File: config.mk
export PLATFORM = sky130hd
export DESIGN_NAME = counter_input_and_strobe_control
export DESIGN_NICKNAME = d
export VERILOG_FILES = /design/src/counter_glue_pkg.sv /design/src/div_link_if.sv /design/src/pin_sync.sv /design/src/edge_divider.sv /design/src/counter_input_and_strobe_control.sv
export SDC_FILE = /design/constraint.sdc
export NUM_CORES = 1
export LEC_CHECK = 0
export BUFFER_PORTS_ARGS = -buffer_cell sky130_fd_sc_hd__buf_2
export CORE_UTILIZATION = 50
export CTS_CLUSTER_SIZE = 14
export DETAILED_ROUTE_END_ITERATION = 6
export PLACE_DENSITY = 0.72
export SYNTH_ARGS = -nofsm -noshare
export SYNTH_HDL_FRONTEND = slang
export SYNTH_SLANG_ARGS = --single-unit
File: constraint.sdc
create_clock -name ref_clk -period 4.3 [get_ports ref_clk]
set_clock_uncertainty 0.1 [all_clocks]
set_input_delay 0.43 -clock ref_clk [delete_from_list [all_inputs] [get_ports ref_clk]]
set_output_delay 0.43 -clock ref_clk [all_outputs]
set_load 0.03 [all_outputs]
File: src/counter_glue_pkg.sv
package counter_glue_pkg;

    // ****************************************
    // Timing
    // ****************************************
    localparam int CLK_PERIOD_NS = 10;
    localparam int PRIME_PULSE_NS = 100;
    localparam int PRIME_PULSE_CYC = (PRIME_PULSE_NS + CLK_PERIOD_NS - 1) / CLK_PERIOD_NS;
    localparam int HOLD_DEBOUNCE_NS = 1000000;
    localparam int HOLD_DEBOUNCE_CYC = (HOLD_DEBOUNCE_NS + CLK_PERIOD_NS - 1) / CLK_PERIOD_NS;

    // ****************************************
    // Dividers
    // ****************************************
    localparam int PRESCALE_FIRST = 10;
    localparam int PRESCALE_SECOND = 2;
    localparam int TIMEBASE_DIV = 2;

    // ****************************************
    // Strobe routing
    // ****************************************
    localparam int STROBE_COUNT = 8;
    localparam logic [2:0] AUX_RANGE_DIGIT = 3'h0;
    localparam logic [2:0] AUX_POINT_DIGIT = 3'h2;
    localparam logic [2:0] DIGIT_FREQUENCY = 3'h0;
    localparam logic [2:0] DIGIT_PERIOD = 3'h1;
    localparam logic [2:0] DIGIT_FUNCTION_B = 3'h2;
    localparam logic [2:0] DIGIT_INTERVAL = 3'h3;
    localparam logic [2:0] DIGIT_EVENT = 3'h4;
    localparam logic [2:0] DIGIT_SELF_CHECK = 3'h7;
    localparam logic [2:0] POINT_SHIFT = 3'h1;

    typedef enum logic [2:0] {
        func_frequency,
        func_period,
        function_b,
        func_interval,
        event_mode_a,
        func_self_check
    } function_type;

    typedef enum logic [1:0] {
        prime_idle,
        prime_armed,
        prime_a_low,
        prime_b_low
    } prime_state_type;

endpackage

File: src/div_link_if.sv
`timescale 1ns/1ps
`default_nettype none
interface div_link_if;
    logic tick;
    logic q;
    modport src (output tick, input q);
    modport div (input tick, output q);
endinterface
`default_nettype wire

File: src/pin_sync.sv
`timescale 1ns/1ps
`default_nettype none
module pin_sync #(
    parameter int WIDTH = 1
) (
    input wire logic ref_clk, // System clock
    input wire logic rst, // Async reset
    input wire logic ce, // Clock enable
    input wire logic [WIDTH-1:0] raw, // Pin levels
    output logic [WIDTH-1:0] sync // Synchronised levels
);
    logic [WIDTH-1:0] stage1;

    always_ff @(posedge ref_clk or posedge rst) begin
        if (rst) begin
            stage1 <= '0;
            sync <= '0;
        end else if (ce) begin
            stage1 <= raw;
            sync <= stage1;
        end
    end
endmodule
`default_nettype wire

File: src/edge_divider.sv
`timescale 1ns/1ps
`default_nettype none
module edge_divider #(
    parameter int HALF = 1
) (
    input wire logic ref_clk, // System clock
    input wire logic rst, // Async reset
    input wire logic ce, // Clock enable
    div_link_if.div link // Tick in, divided level out
);
    localparam int CW = $clog2(HALF + 1);
    localparam logic [CW-1:0] LAST = CW'(HALF - 1);
    logic [CW-1:0] count;
    logic q_reg;

    // Output toggles every HALF ticks, so the period is 2*HALF ticks
    always_ff @(posedge ref_clk or posedge rst) begin
        if (rst) begin
            count <= '0;
            q_reg <= 1'b0;
        end else if (ce && link.tick) begin
            if (count == LAST) begin
                count <= '0;
                q_reg <= ~q_reg;
            end else begin
                count <= count + CW'(1);
            end
        end
    end

    assign link.q = q_reg;
endmodule
`default_nettype wire

File: src/counter_input_and_strobe_control.sv
// Notes on behaviour
// Slope switch XORs each squared channel; code skips the XOR on the fast prescaled A path
// External gate input gates channel A; code gates only the slow path, not the fast prescaled path
// Undriven external gate reads as high
// Counter primed by A fall then B fall
// Arm button lowers priming node, interval only
// Arm release pulses A then B low
// Channel A prescaled by ten then two
// Prescaled A only in fast range
// Fast range halves returned timebase
// Divide-by-ten compensated by point shift
// Counter scans strobes one-hot in sequence
// Control inputs take their routed strobe
// Function input gets one strobe of six
// Resolution input gets gate-selected strobe
// Fast range routes first strobe to aux
// Fast non-function_b non-event routes third strobe
// Counter places point at routed strobe
// Oscillator input internal or external source
// Debounced hold commands display hold
// Event mode hold or gate stops counting; code stops only the slow path, the fast prescaled path ignores both
// Fast path divides by twenty, slow slope-gated
// Routing follows synchronised settings within scan
`timescale 1ns/1ps
`default_nettype none
module counter_input_and_strobe_control #(
    parameter int HOLD_DEBOUNCE_CYC = counter_glue_pkg::HOLD_DEBOUNCE_CYC
) (
    input wire logic ref_clk, // 100 MHz clock
    input wire logic rst, // Async reset, high
    input wire logic ce, // Clock enable
    input wire logic chan_a_squared, // Squared channel A
    input wire logic chan_b_squared, // Squared channel B
    input wire logic slope_a_invert, // A slope switch
    input wire logic slope_b_invert, // B slope switch
    input wire logic external_count_gate, // Gate input level
    input wire logic external_count_gate_driven, // Something drives gate
    input wire logic hold_switch, // Raw hold switch
    input wire logic arm_button, // Interval arm button
    input wire logic fast_range_setting, // High-frequency range
    input wire logic [2:0] function_select, // Function switch
    input wire logic [1:0] gate_select, // Gate time switch
    input wire logic timebase_source_switch, // High selects external
    input wire logic internal_osc, // Crystal oscillator
    input wire logic external_osc, // External 10 MHz
    input wire logic [7:0] digit_scan_strobes, // Counter strobes
    input wire logic buffered_timebase_output, // Counter 5 MHz out
    output logic counter_input_a, // To counter input A
    output logic counter_input_b, // To counter input B
    output logic function_ctl, // Function-select input
    output logic resolution_ctl, // Resolution-select input
    output logic aux_ctl, // Auxiliary control input
    output logic point_position_input, // Point-position input
    output logic alternate_timebase_input, // Alternate timebase input
    output logic osc_drive, // Oscillator input
    output logic display_hold_cmd // Display hold command
);
    // ****************************************
    // Pin synchronisation
    // ****************************************
    localparam int SW = 26;
    logic [SW-1:0] pins_raw;
    logic [SW-1:0] pins_s;
    logic a_s, b_s, slope_a_s, slope_b_s, gate_s, gate_drv_s, hold_s, arm_s;
    logic fast_s, src_s, int_osc_s, ext_osc_s, tb_s;
    logic [2:0] func_raw_s;
    logic [1:0] gate_sel_s;
    logic [7:0] strobe_s;

    assign pins_raw = {chan_a_squared, chan_b_squared, slope_a_invert, slope_b_invert,
        external_count_gate, external_count_gate_driven, hold_switch, arm_button,
        fast_range_setting, function_select, gate_select, timebase_source_switch,
        internal_osc, external_osc, digit_scan_strobes, buffered_timebase_output};

    pin_sync #(.WIDTH(SW)) u_sync (
        .ref_clk(ref_clk),
        .rst(rst),
        .ce(ce),
        .raw(pins_raw),
        .sync(pins_s)
    );

    assign {a_s, b_s, slope_a_s, slope_b_s, gate_s, gate_drv_s, hold_s, arm_s,
        fast_s, func_raw_s, gate_sel_s, src_s, int_osc_s, ext_osc_s, strobe_s, tb_s} = pins_s;

    wire counter_glue_pkg::function_type func_s = counter_glue_pkg::function_type'(func_raw_s);
    wire is_event = (func_s == counter_glue_pkg::event_mode_a);
    wire is_function_b = (func_s == counter_glue_pkg::function_b);
    wire is_interval = (func_s == counter_glue_pkg::func_interval);

    // ****************************************
    // Hold debounce
    // ****************************************
    localparam int DW = $clog2(HOLD_DEBOUNCE_CYC + 1);
    localparam logic [DW-1:0] DEB_LAST = DW'(HOLD_DEBOUNCE_CYC - 1);
    logic [DW-1:0] deb_count;
    logic hold_stable;
    wire hold_differs = (hold_s != hold_stable);

    // Level accepted only after it stays put for the full window
    always_ff @(posedge ref_clk or posedge rst) begin
        if (rst) begin
            deb_count <= '0;
            hold_stable <= 1'b0;
        end else if (ce) begin
            if (!hold_differs) begin
                deb_count <= '0;
            end else if (deb_count == DEB_LAST) begin
                deb_count <= '0;
                hold_stable <= hold_s;
            end else begin
                deb_count <= deb_count + DW'(1);
            end
        end
    end

    // ****************************************
    // Slope select and gating
    // ****************************************
    wire gate_eff = gate_drv_s ? gate_s : 1'b1;
    wire hold_cut = is_event && hold_stable;
    wire a_slope = a_s ^ slope_a_s;
    wire b_slope = b_s ^ slope_b_s;
    wire a_gated = a_slope && gate_eff && !hold_cut;

    // ****************************************
    // Interval priming
    // ****************************************
    localparam int PW = $clog2(counter_glue_pkg::PRIME_PULSE_CYC + 1);
    localparam logic [PW-1:0] PULSE_LAST = PW'(counter_glue_pkg::PRIME_PULSE_CYC - 1);
    counter_glue_pkg::prime_state_type prime_state;
    counter_glue_pkg::prime_state_type next_prime_state;
    logic [PW-1:0] pulse_count;
    wire pulse_done = (pulse_count == PULSE_LAST);

    // Arm only acts in interval mode; the release sequence always completes
    always_comb begin
        next_prime_state = prime_state;
        case (prime_state)
            counter_glue_pkg::prime_idle: begin
                if (arm_s && is_interval) begin
                    next_prime_state = counter_glue_pkg::prime_armed;
                end
            end
            counter_glue_pkg::prime_armed: begin
                if (!arm_s) begin
                    next_prime_state = counter_glue_pkg::prime_a_low;
                end
            end
            counter_glue_pkg::prime_a_low: begin
                if (pulse_done) begin
                    next_prime_state = counter_glue_pkg::prime_b_low;
                end
            end
            counter_glue_pkg::prime_b_low: begin
                if (pulse_done) begin
                    next_prime_state = counter_glue_pkg::prime_idle;
                end
            end
            default: begin
                next_prime_state = counter_glue_pkg::prime_idle;
            end
        endcase
    end

    always_ff @(posedge ref_clk or posedge rst) begin
        if (rst) begin
            prime_state <= counter_glue_pkg::prime_idle;
            pulse_count <= '0;
        end else if (ce) begin
            prime_state <= next_prime_state;
            pulse_count <= (next_prime_state != prime_state) ? '0 : pulse_count + PW'(1);
        end
    end

    // Armed holds both lines high so the release gives clean falls
    wire primed_a = (prime_state == counter_glue_pkg::prime_idle) ? a_gated :
        (prime_state != counter_glue_pkg::prime_a_low);
    wire primed_b = (prime_state == counter_glue_pkg::prime_idle) ? b_slope :
        (prime_state != counter_glue_pkg::prime_b_low);

    // ****************************************
    // Prescaler and timebase halving
    // ****************************************
    div_link_if link_ten ();
    div_link_if link_two ();
    div_link_if link_tb ();
    logic a_prev, ten_prev, tb_prev;

    always_ff @(posedge ref_clk or posedge rst) begin
        if (rst) begin
            a_prev <= 1'b0;
            ten_prev <= 1'b0;
            tb_prev <= 1'b0;
        end else if (ce) begin
            a_prev <= a_s;
            ten_prev <= link_ten.q;
            tb_prev <= tb_s;
        end
    end

    // Prescaler taps the squared signal ahead of slope and gate
    assign link_ten.tick = a_s && !a_prev;
    assign link_two.tick = link_ten.q && !ten_prev;
    assign link_tb.tick = tb_s && !tb_prev;

    edge_divider #(.HALF(counter_glue_pkg::PRESCALE_FIRST / 2)) u_div_ten (
        .ref_clk(ref_clk),
        .rst(rst),
        .ce(ce),
        .link(link_ten)
    );

    edge_divider #(.HALF(counter_glue_pkg::PRESCALE_SECOND / 2)) u_div_two (
        .ref_clk(ref_clk),
        .rst(rst),
        .ce(ce),
        .link(link_two)
    );

    edge_divider #(.HALF(counter_glue_pkg::TIMEBASE_DIV / 2)) u_div_tb (
        .ref_clk(ref_clk),
        .rst(rst),
        .ce(ce),
        .link(link_tb)
    );

    // ****************************************
    // Strobe routing
    // ****************************************
    // Each strobe is high alone, so one index picks one digit
    wire [2:0] func_digit = (func_s == counter_glue_pkg::func_period) ?
        counter_glue_pkg::DIGIT_PERIOD :
        is_function_b ? counter_glue_pkg::DIGIT_FUNCTION_B :
        is_interval ? counter_glue_pkg::DIGIT_INTERVAL :
        is_event ? counter_glue_pkg::DIGIT_EVENT :
        (func_s == counter_glue_pkg::func_self_check) ? counter_glue_pkg::DIGIT_SELF_CHECK :
        counter_glue_pkg::DIGIT_FREQUENCY;
    wire time_like = (func_s == counter_glue_pkg::func_period) || is_interval;
    // Point moves one digit in the fast range, except in period and interval, to undo the divide by ten
    wire [2:0] point_digit = {1'b0, gate_sel_s} +
        (time_like ? 3'h0 : counter_glue_pkg::POINT_SHIFT);
    wire point_enable = fast_s && !is_function_b && !is_event;
    wire next_function = strobe_s[func_digit];
    wire next_resolution = strobe_s[{1'b0, gate_sel_s}];
    wire next_aux = (fast_s && strobe_s[counter_glue_pkg::AUX_RANGE_DIGIT]) ||
        (point_enable && strobe_s[counter_glue_pkg::AUX_POINT_DIGIT]);
    wire next_point = point_enable && strobe_s[point_digit];
    wire next_a = fast_s ? link_two.q : primed_a;
    wire next_alt_tb = fast_s && link_tb.q;
    wire next_osc = src_s ? ext_osc_s : int_osc_s;

    // ****************************************
    // Output registers
    // ****************************************
    always_ff @(posedge ref_clk or posedge rst) begin
        if (rst) begin
            counter_input_a <= 1'b0;
            counter_input_b <= 1'b0;
            function_ctl <= 1'b0;
            resolution_ctl <= 1'b0;
            aux_ctl <= 1'b0;
            point_position_input <= 1'b0;
            alternate_timebase_input <= 1'b0;
            osc_drive <= 1'b0;
            display_hold_cmd <= 1'b0;
        end else if (ce) begin
            counter_input_a <= next_a;
            counter_input_b <= primed_b;
            function_ctl <= next_function;
            resolution_ctl <= next_resolution;
            aux_ctl <= next_aux;
            point_position_input <= next_point;
            alternate_timebase_input <= next_alt_tb;
            osc_drive <= next_osc;
            display_hold_cmd <= hold_stable;
        end
    end
endmodule
`default_nettype wire

### Yosys cells after proc, flatten, opt, wreduce, memory -nomap -nowiden

Cells that the tools add are included.

* register bits: 96
* bits of input ports: 29
* output and inout bits: 9
* logic and storage cells: 112

* add/subtract/negate cells: 6
* $lt $le $gt $ge: 3
* equality and inequality tests: 15
* muxes and demuxes: 28
* bitwise operators: 7
* reductions and logical operators: 29

Operators with widths (count)
* $mux W17: 2
* $mux W3: 6
* $add A17 B1 Y17 const B: 1
* $eq A17 B17 Y1 const B: 1
* $logic_and A1 B1 Y1: 16
* $mux W1: 11
* $eq A3 B3 Y1 const B: 3
* $lt A3 B4 Y1 const B: 2
* $mux W2: 4
* $pmux W2 S4: 1
* $bmux W1 S3: 2
* $eq A3 B2 Y1 const B: 2
* $logic_not A1 Y1: 6
* $reduce_and A2 Y1: 3
* $not A1 Y1: 5
* $add A4 B1 Y4 const B: 1
* $eq A2 B2 Y1 const B: 2
* $eq A4 B4 Y1 const B: 1
* $lt A2 B4 Y1 const B: 1
* $mux W4: 1
* $ne A2 B2 Y1 const B: 2
* $add A2 B1 Y3: 1
* $add A3 B1 Y3 const B: 1
* $eq A3 B1 Y1 const B: 1
* 9 further kinds: 12

### Logic depth before layout (Yosys ltp)

Gate-level depths: netlist of the first run.

* depth in word-level cells: 8
* gate-level depth with buffers: 7

### By module

From an unflattened synthesis of the first run, not the netlist that was laid out.

* cells, all modules: 344
* area, all modules: 4596.9 um^2

By module, submodules not included
* pin_sync: times used 1, cells each 111, area an instance 2189.6 um^2, sequential area each 1301.2 um^2
* counter_input_and_strobe_control: times used 1, cells each 206, area an instance 2102.0 um^2, sequential area each 900.9 um^2
* edge_divider at u_div_ten: times used 1, cells each 19, area an instance 222.7 um^2, sequential area each 100.1 um^2
* edge_divider at u_div_tb ...: times used 2, cells each 4, area an instance 41.3 um^2, sequential area each 25.0 um^2

### Least setup slack after synthesis of the first run

OpenSTA, ideal clock, no wires.

* path type: reg2reg
* from: reg u_sync.sync[14]
* to: reg point_position_input
* setup time: 0.126 ns
* arrival time: 1.677 ns
* setup slack: 2.397 ns
* stages on the path, launching flop included: 7
* path buffers: 1
* clock period less this slack: 1.903 ns
* path through: dfrtp_1 -> clkbuf_1 -> nand2b_1 -> ha_1 -> mux4_2 -> mux2i_1 -> o2bb2ai_1

* longest elaborated chain between the ends: 7
* elaborated cells on any way between the ends: 14

RTL lines
* start, declared: line pin_sync.sv:10 `output logic [WIDTH-1:0] sync`
* start signal, assigned: line pin_sync.sv:20 `sync <= stage1;`
* $eq A3 B1 Y1 / $eq A3 B2 Y1 (equally long branches): line counter_input_and_strobe_control.sv:239, counter_input_and_strobe_control.sv:89
* $logic_or A1 B1 Y1: line counter_input_and_strobe_control.sv:239 `wire time_like = (func_s == counter_glue_pkg::func_period) || is_interval;`
* $mux W1: line counter_input_and_strobe_control.sv:242 `(time_like ? 3'h0 : counter_glue_pkg::POINT_SHIFT);`
* $add A2 B1 Y3: line counter_input_and_strobe_control.sv:241 `wire [2:0] point_digit = {1'b0, gate_sel_s} +`
* $bmux W1 S3: line counter_input_and_strobe_control.sv:248 `wire next_point = point_enable && strobe_s[point_digit];`
* $mux W1 (not written as such): line counter_input_and_strobe_control.sv:248
* $logic_and A1 B1 Y1 *: line counter_input_and_strobe_control.sv:248
* end signal, assigned: line counter_input_and_strobe_control.sv:273 `point_position_input <= next_point;`
* end, declared: line counter_input_and_strobe_control.sv:53 `output logic point_position_input,`

Mark *: on every way between the ends. The rest lies on a longest branch, timed or not. The select of a mux whose other input is x is not followed.
A chain may end at the register's enable or synchronous reset.

### Worst setup path after layout of the first run

* from: reg deb_count[0]
* to: reg deb_count[0]

* longest elaborated chain between the ends: 3
* elaborated cells on any way between the ends: 4

RTL lines
* start, declared: line counter_input_and_strobe_control.sv:96 `logic [DW-1:0] deb_count;`
* start signal, assigned: line counter_input_and_strobe_control.sv:112 `deb_count <= deb_count + DW'(1);`
* $add A17 B1 Y17 / $eq A17 B17 Y1 (equally long branches): line counter_input_and_strobe_control.sv:112, counter_input_and_strobe_control.sv:108
* $mux W17 *: line counter_input_and_strobe_control.sv:108 `end else if (deb_count == DEB_LAST) begin`
* $mux W17 *: line counter_input_and_strobe_control.sv:106 `if (!hold_differs) begin`

Mark *: on every way between the ends. The rest lies on a longest branch, timed or not.

==> out/metrics.cfg, run 1 <==
[critical_path]
worstPathArrival_ps = 2470
path_max_fanout = 14
crit_type = flip-flop to flip-flop
cp.required_ps = 4380
start_kind = flip-flop
worstSetupEndpointType = flip-flop

[yosys]
synth-seq-cells = 94
synth_fa_ha_area_share_pct = 2.04
synth_top_area_share_pct = 54.8
synth_xor_xnor_area_share_pct = 3.27
async_flop_share_pct = 100
synth_warnings = 0
yosysTopAreaCell = dfrtp_1
postSynthAreaPerCell_um2 = 11.9
synth_top_family_by_area = multiplexers
synth_simple_gate_area_share_pct = 12.0
synthMuxAreaShare_pct = 16.2
synth_compound_area_share_pct = 8.57
synth_area_leaders = dfrtp_1 55%, mux2_2 14%, nand2_1 2.4%
syn_nets = 397
ys_types = 48
synth_edf_count = 0
ys_seq_area_share_pct = 54.8
syn_inst = 361
ys.flop_type = dfrtp_1
synthesis.area_um2 = 4290

[layout]
layout.nets = 431
syn_to_final_growth_pct = 10.4
drive_gt1_share_pct = 30.0
fin_cells = 505
fin_area_um2 = 4740
layout_common_cells = 94 x dfrtp_1, 53 x mux2_2, 36 x buf_2
fin_util_pct = 57.4
mostFrequentLayoutCell = dfrtp_1
top_regs = u_sync.stage1 x26, u_sync.sync x26, deb_count x17
antenna_cells = 0

[sta]
hold_violations = 0
max_freq_ghz = 0.419
setup_tns_ps = 0
fin_ws_ps = 1920
setup_viol = 0
period_share_pct = 55.5
rsz0062_at_grt = no
relSlewSlack_pct = 28.2
slew_violations = 0
worst_pin_slew_ps = 1070
period_minus_slack_ps = 2380

[power_and_ir_drop]
pwr_density_cell_nw_per_um2 = 461
p_leak_uw = 0.00206
vdd_drop_max_uv = 255

[grt]
antenna_found_initial = 0
grt_pass1_wl_um = 12700
grt.total_usage_pct = 18.3
grt_overflow = 0
first_global_vias = 2795
grt_max_degree = 63

[die]
start_util_pct = 52.0
die_area_um2 = 8960
die_x_um = 94.6
core_um2 = 8260
die_h_um = 94.6
io_pins = 38
rows = 33

[clock_network]
clockBufferDepth = 2
cts_sinks = 94
postCtsHoldBufs = 0
clk_pin_slew_worst_paths_ps = 100
cts_resized = 0
numCtsBuffers = 9
clock_latency_ps = 350
htreeDepth = 3
root_buffer = clkbuf_8
cts_setup_buffers = 0
cts_tree = built

[route]
wl_per_cell_um = 14.6
first_pass_iters = 4
vias_per_cell = 5.51
num_vias = 2783
maxUsedRoutingLayer = met4
wl_met2_um = 3550
drt-met1-wl_um = 3450
drt-initial-drc-count = 172
dr_wl_met3_um = 222
drc_errors = 0
antenna_left = 0
routed_wl_um = 7350

[place]
post_dp_cell_area_um2 = 4560
dp_cells = 489
pre_cts_ws_ps = 1950
port_buffers = 37
dp_hpwl_um = 4950
gp_congestion = 0.808

[min_path]
hold_class = input pin to asynchronous set/reset pin

[run_status]
status = finished, final reports clean

[job]
drv_cap = 0

[stage by stage]
step                hold WS [ps]  power (uW)
finish                       173        2190
global route                 187        2330
CTS                          190        2210
detailed placement           348        1660
global placement             354        1640
floorplan                    333        1530
[logic make-up (layout without fill, tap and decap cells)]
family / Yosys count / after routing
flops: 94 / 94
simple gates: 94 / 94
mux: 59 / 59
compound gates: 58 / 58
buf+inv: 33 / 72
xor+xnor: 16 / 16
fa+ha+maj: 7 / 7
[power by group]
part	total [uW]	leakage [uW]	switching, uW	internal [uW]
combinational	463	0.000817	242	221
sequential	1180	0.00115	146	1040
clock	541	0.0000866	309	232
[layout make-up]
class | count | area (um2)
clock buffers | 11 | 141
clock inverters | 5 | 41.3
fillers | 684 | 3520
inverters | 17 | 65.1
multi-input cells | 234 | 1810
flip-flops and latches | 94 | 2350
well taps | 105 | 131
repair buffers | 39 | 203
[worst max-delay path, stage by stage (launching register included)]
cell	delay (ps)
dfrtp_1	420
ha_1	240
and4_1	240
nand3_1	130
o21ai_1	860
o21ai_0	230
[path summary, 6_finish.rpt]
path,startpoint,cells past startpoint,to,slack (ps)
worst max register to register,deb_count[0]$_DFFE_PP0P_,5,deb_count[0]$_DFFE_PP0P_,1920
max in group asynchronous,rst,3,deb_count[4]$_DFFE_PP0P_,2940
worst min register to register,u_div_two.link.q$_DFFE_PP0P_,1,u_div_two.link.q$_DFFE_PP0P_,370
worst min-delay path,rst,2,u_sync.stage1[22]$_DFFE_PP0P_,170
min in group ref_clk,chan_b_squared,2,u_sync.stage1[24]$_DFFE_PP0P_,200
worst max-delay path,deb_count[0]$_DFFE_PP0P_,5,deb_count[0]$_DFFE_PP0P_,1920
[cells in the mapped netlist (4+ instances only)]
library cell,count
nand2_1,27
nand4_1,4
inv_1,17
nor2_1,9
mux2_2,53
buf_2,8
a21oi_1,14
nand2b_1,7
ha_1,7
o2bb2ai_1,4
o21ai_0,20
xnor2_1,11
nor4_1,5
clkbuf_1,6
dfrtp_1,94
nor3_1,9
xor2_1,5
nand3_1,11
[metal layers]
metal	global-route usage, %	up-vias
met3	2.66	11
met1	25.2	1367
li1	-	1352
met5	0	-
met4	8.33	0
met2	28.8	53
Power figures use the tool's default switching activity.
==> inputs of run 2 (changes only) <==
clock period = 2.4 ns   (was 4.3 ns; I/O delays follow)
==> out/metrics.cfg, run 2 (same netlist as run 1, synthesis figures left out) <==
[run_status]
status = finished, final reports clean

[place]
dp_hpwl_um = 5270
post_dp_cell_area_um2 = 4630
port_buffers = 37
gp_congestion = 0.801
pre_cts_ws_ps = 453

[grt]
antenna_found_initial = 0
grt_overflow = 0
first_global_vias = 2774
grt_pass1_wl_um = 13100
grt_max_degree = 70
grt.total_usage_pct = 19.2

[layout]
layout.nets = 455
syn_to_final_growth_pct = 17.3
mostFrequentLayoutCell = dfrtp_1
top_regs = u_sync.stage1 x26, u_sync.sync x26, deb_count x17
antenna_cells = 0
fin_area_um2 = 5030
layout_common_cells = 94 x dfrtp_1, 53 x mux2_2, 36 x buf_2
drive_gt1_share_pct = 29.5
fillers = 658

[sta]
setup_tns_ps = 0
fin_ws_ps = 438
period_share_pct = 81.7
hold_violations = 0
max_freq_ghz = 0.510
rsz0062_at_grt = no
period_minus_slack_ps = 1960
setup_viol = 0
relSlewSlack_pct = 56.7
worst_pin_slew_ps = 648
slew_violations = 0

[job]
drv_cap = 0

[power_and_ir_drop]
combPwrFrac_pct = 21.7
switching_share_pct = 31.6
pwr_density_cell_nw_per_um2 = 810
switchingPower_uw = 1290
p_leak_uw = 0.00218
vdd_drop_max_uv = 462
sequentialPowerShare_pct = 52.0
clkPwrFrac_pct = 26.4
power.total_uw = 4080
intPower_uw = 2790

[critical_path]
start_kind = flip-flop
crit_type = flip-flop to flip-flop
worstPathArrival_ps = 2120
worstSetupEndpointType = flip-flop
worstRegToRegCells = 5
cp.required_ps = 2560
path_max_fanout = 9

[clock_network]
clk_pin_slew_worst_paths_ps = 100
cts_sinks = 94
clock_latency_ps = 370
clockBufferDepth = 2
htreeDepth = 3
postCtsHoldBufs = 14
cts_resized = 0
cts_tree = built
cts_setup_buffers = 0
root_buffer = clkbuf_8
numCtsBuffers = 9

[route]
drt-initial-drc-count = 146
first_pass_iters = 4
vias_per_cell = 5.44
antenna_left = 0
num_vias = 2879
wl_per_cell_um = 14.6
drc_errors = 0
routed_wl_um = 7750

[die]
start_util_pct = 52.0
die_x_um = 94.6
io_pins = 38
core_um2 = 8260
die_area_um2 = 8960
rows = 33
die_h_um = 94.6

[min_path]
hold_class = input pin to flip-flop
min_path_cells = 2

## run 2: changes by cell type in the layout (fill, tap and decap cells not counted), sizes merged
cell         change
buf              +4
clkbuf           -2
clkinvlp         +1
bufinv           +1
dlygate4sd3     +20
## run 2: cell type report
type | instances | area, um2 | share of cell area (%)
multi-input combinational | 234 | 1810 | 35.9
inverter | 17 | 67.6 | 1.34
clock buffer | 9 | 124 | 2.46
sequential | 94 | 2350 | 46.7
tap | 105 | 131 | 2.61
clock inverter | 7 | 82.6 | 1.64
timing repair buffer | 63 | 470 | 9.35
## run 2: metrics by stage
stage,hold slack (ps),std cells,util (%)
2_1_floorplan,292,361,-
3_3_place_gp,244,493,56.0
3_5_place_dp,254,493,56.0
4_1_cts,0.298,523,60.2
5_1_grt,4.55,529,61.0
6_report,16.9,529,61.0
## run 2: layer usage
metal  vias to the layer above  global-route usage (%)  share of wire (%)
met4                         0                    7.32                1.2
met2                        42                    30.1                 50
li1                       1407                       -                  -
met3                        10                    4.27                2.7
met1                      1420                    26.0                 46
met5                         -                       0                  0
## run 2: final timing paths
| kind | start | to | slack [ps] |
|---|---|---|---|
| setup / recovery | u_sync.sync[16]$_DFFE_PP0P_ | point_position_input$_DFFE_PP0P_ | 440 |
| hold / removal | function_select[0] | u_sync.stage1[14]$_DFFE_PP0P_ | 20 |
| setup reg to reg | u_sync.sync[16]$_DFFE_PP0P_ | point_position_input$_DFFE_PP0P_ | 440 |
| hold reg to reg | u_div_two.link.q$_DFFE_PP0P_ | u_div_two.link.q$_DFFE_PP0P_ | 370 |
| max in group asynchronous | rst | u_sync.sync[14]$_DFFE_PP0P_ | 1210 |
| min in group asynchronous | rst | u_sync.stage1[5]$_DFFE_PP0P_ | 400 |
## run 2: power groups by stage
stage | Clock [uW] | Combinational (uW) | Sequential [uW]
final | 1070 | 884 | 2120
after global routing | 1170 | 983 | 2160
after CTS | 1100 | 888 | 2110
after detailed placement | 0 | 867 | 2140
after global placement | 0 | 822 | 2130
after floorplan | 0 | 614 | 2130
## run 2: critical path: stages (launching register included)
cell and delay, ps:
dfrtp_1 480, nand2b_1 190, ha_1 360, mux4_2 520, mux2i_1 150, o2bb2ai_1 70
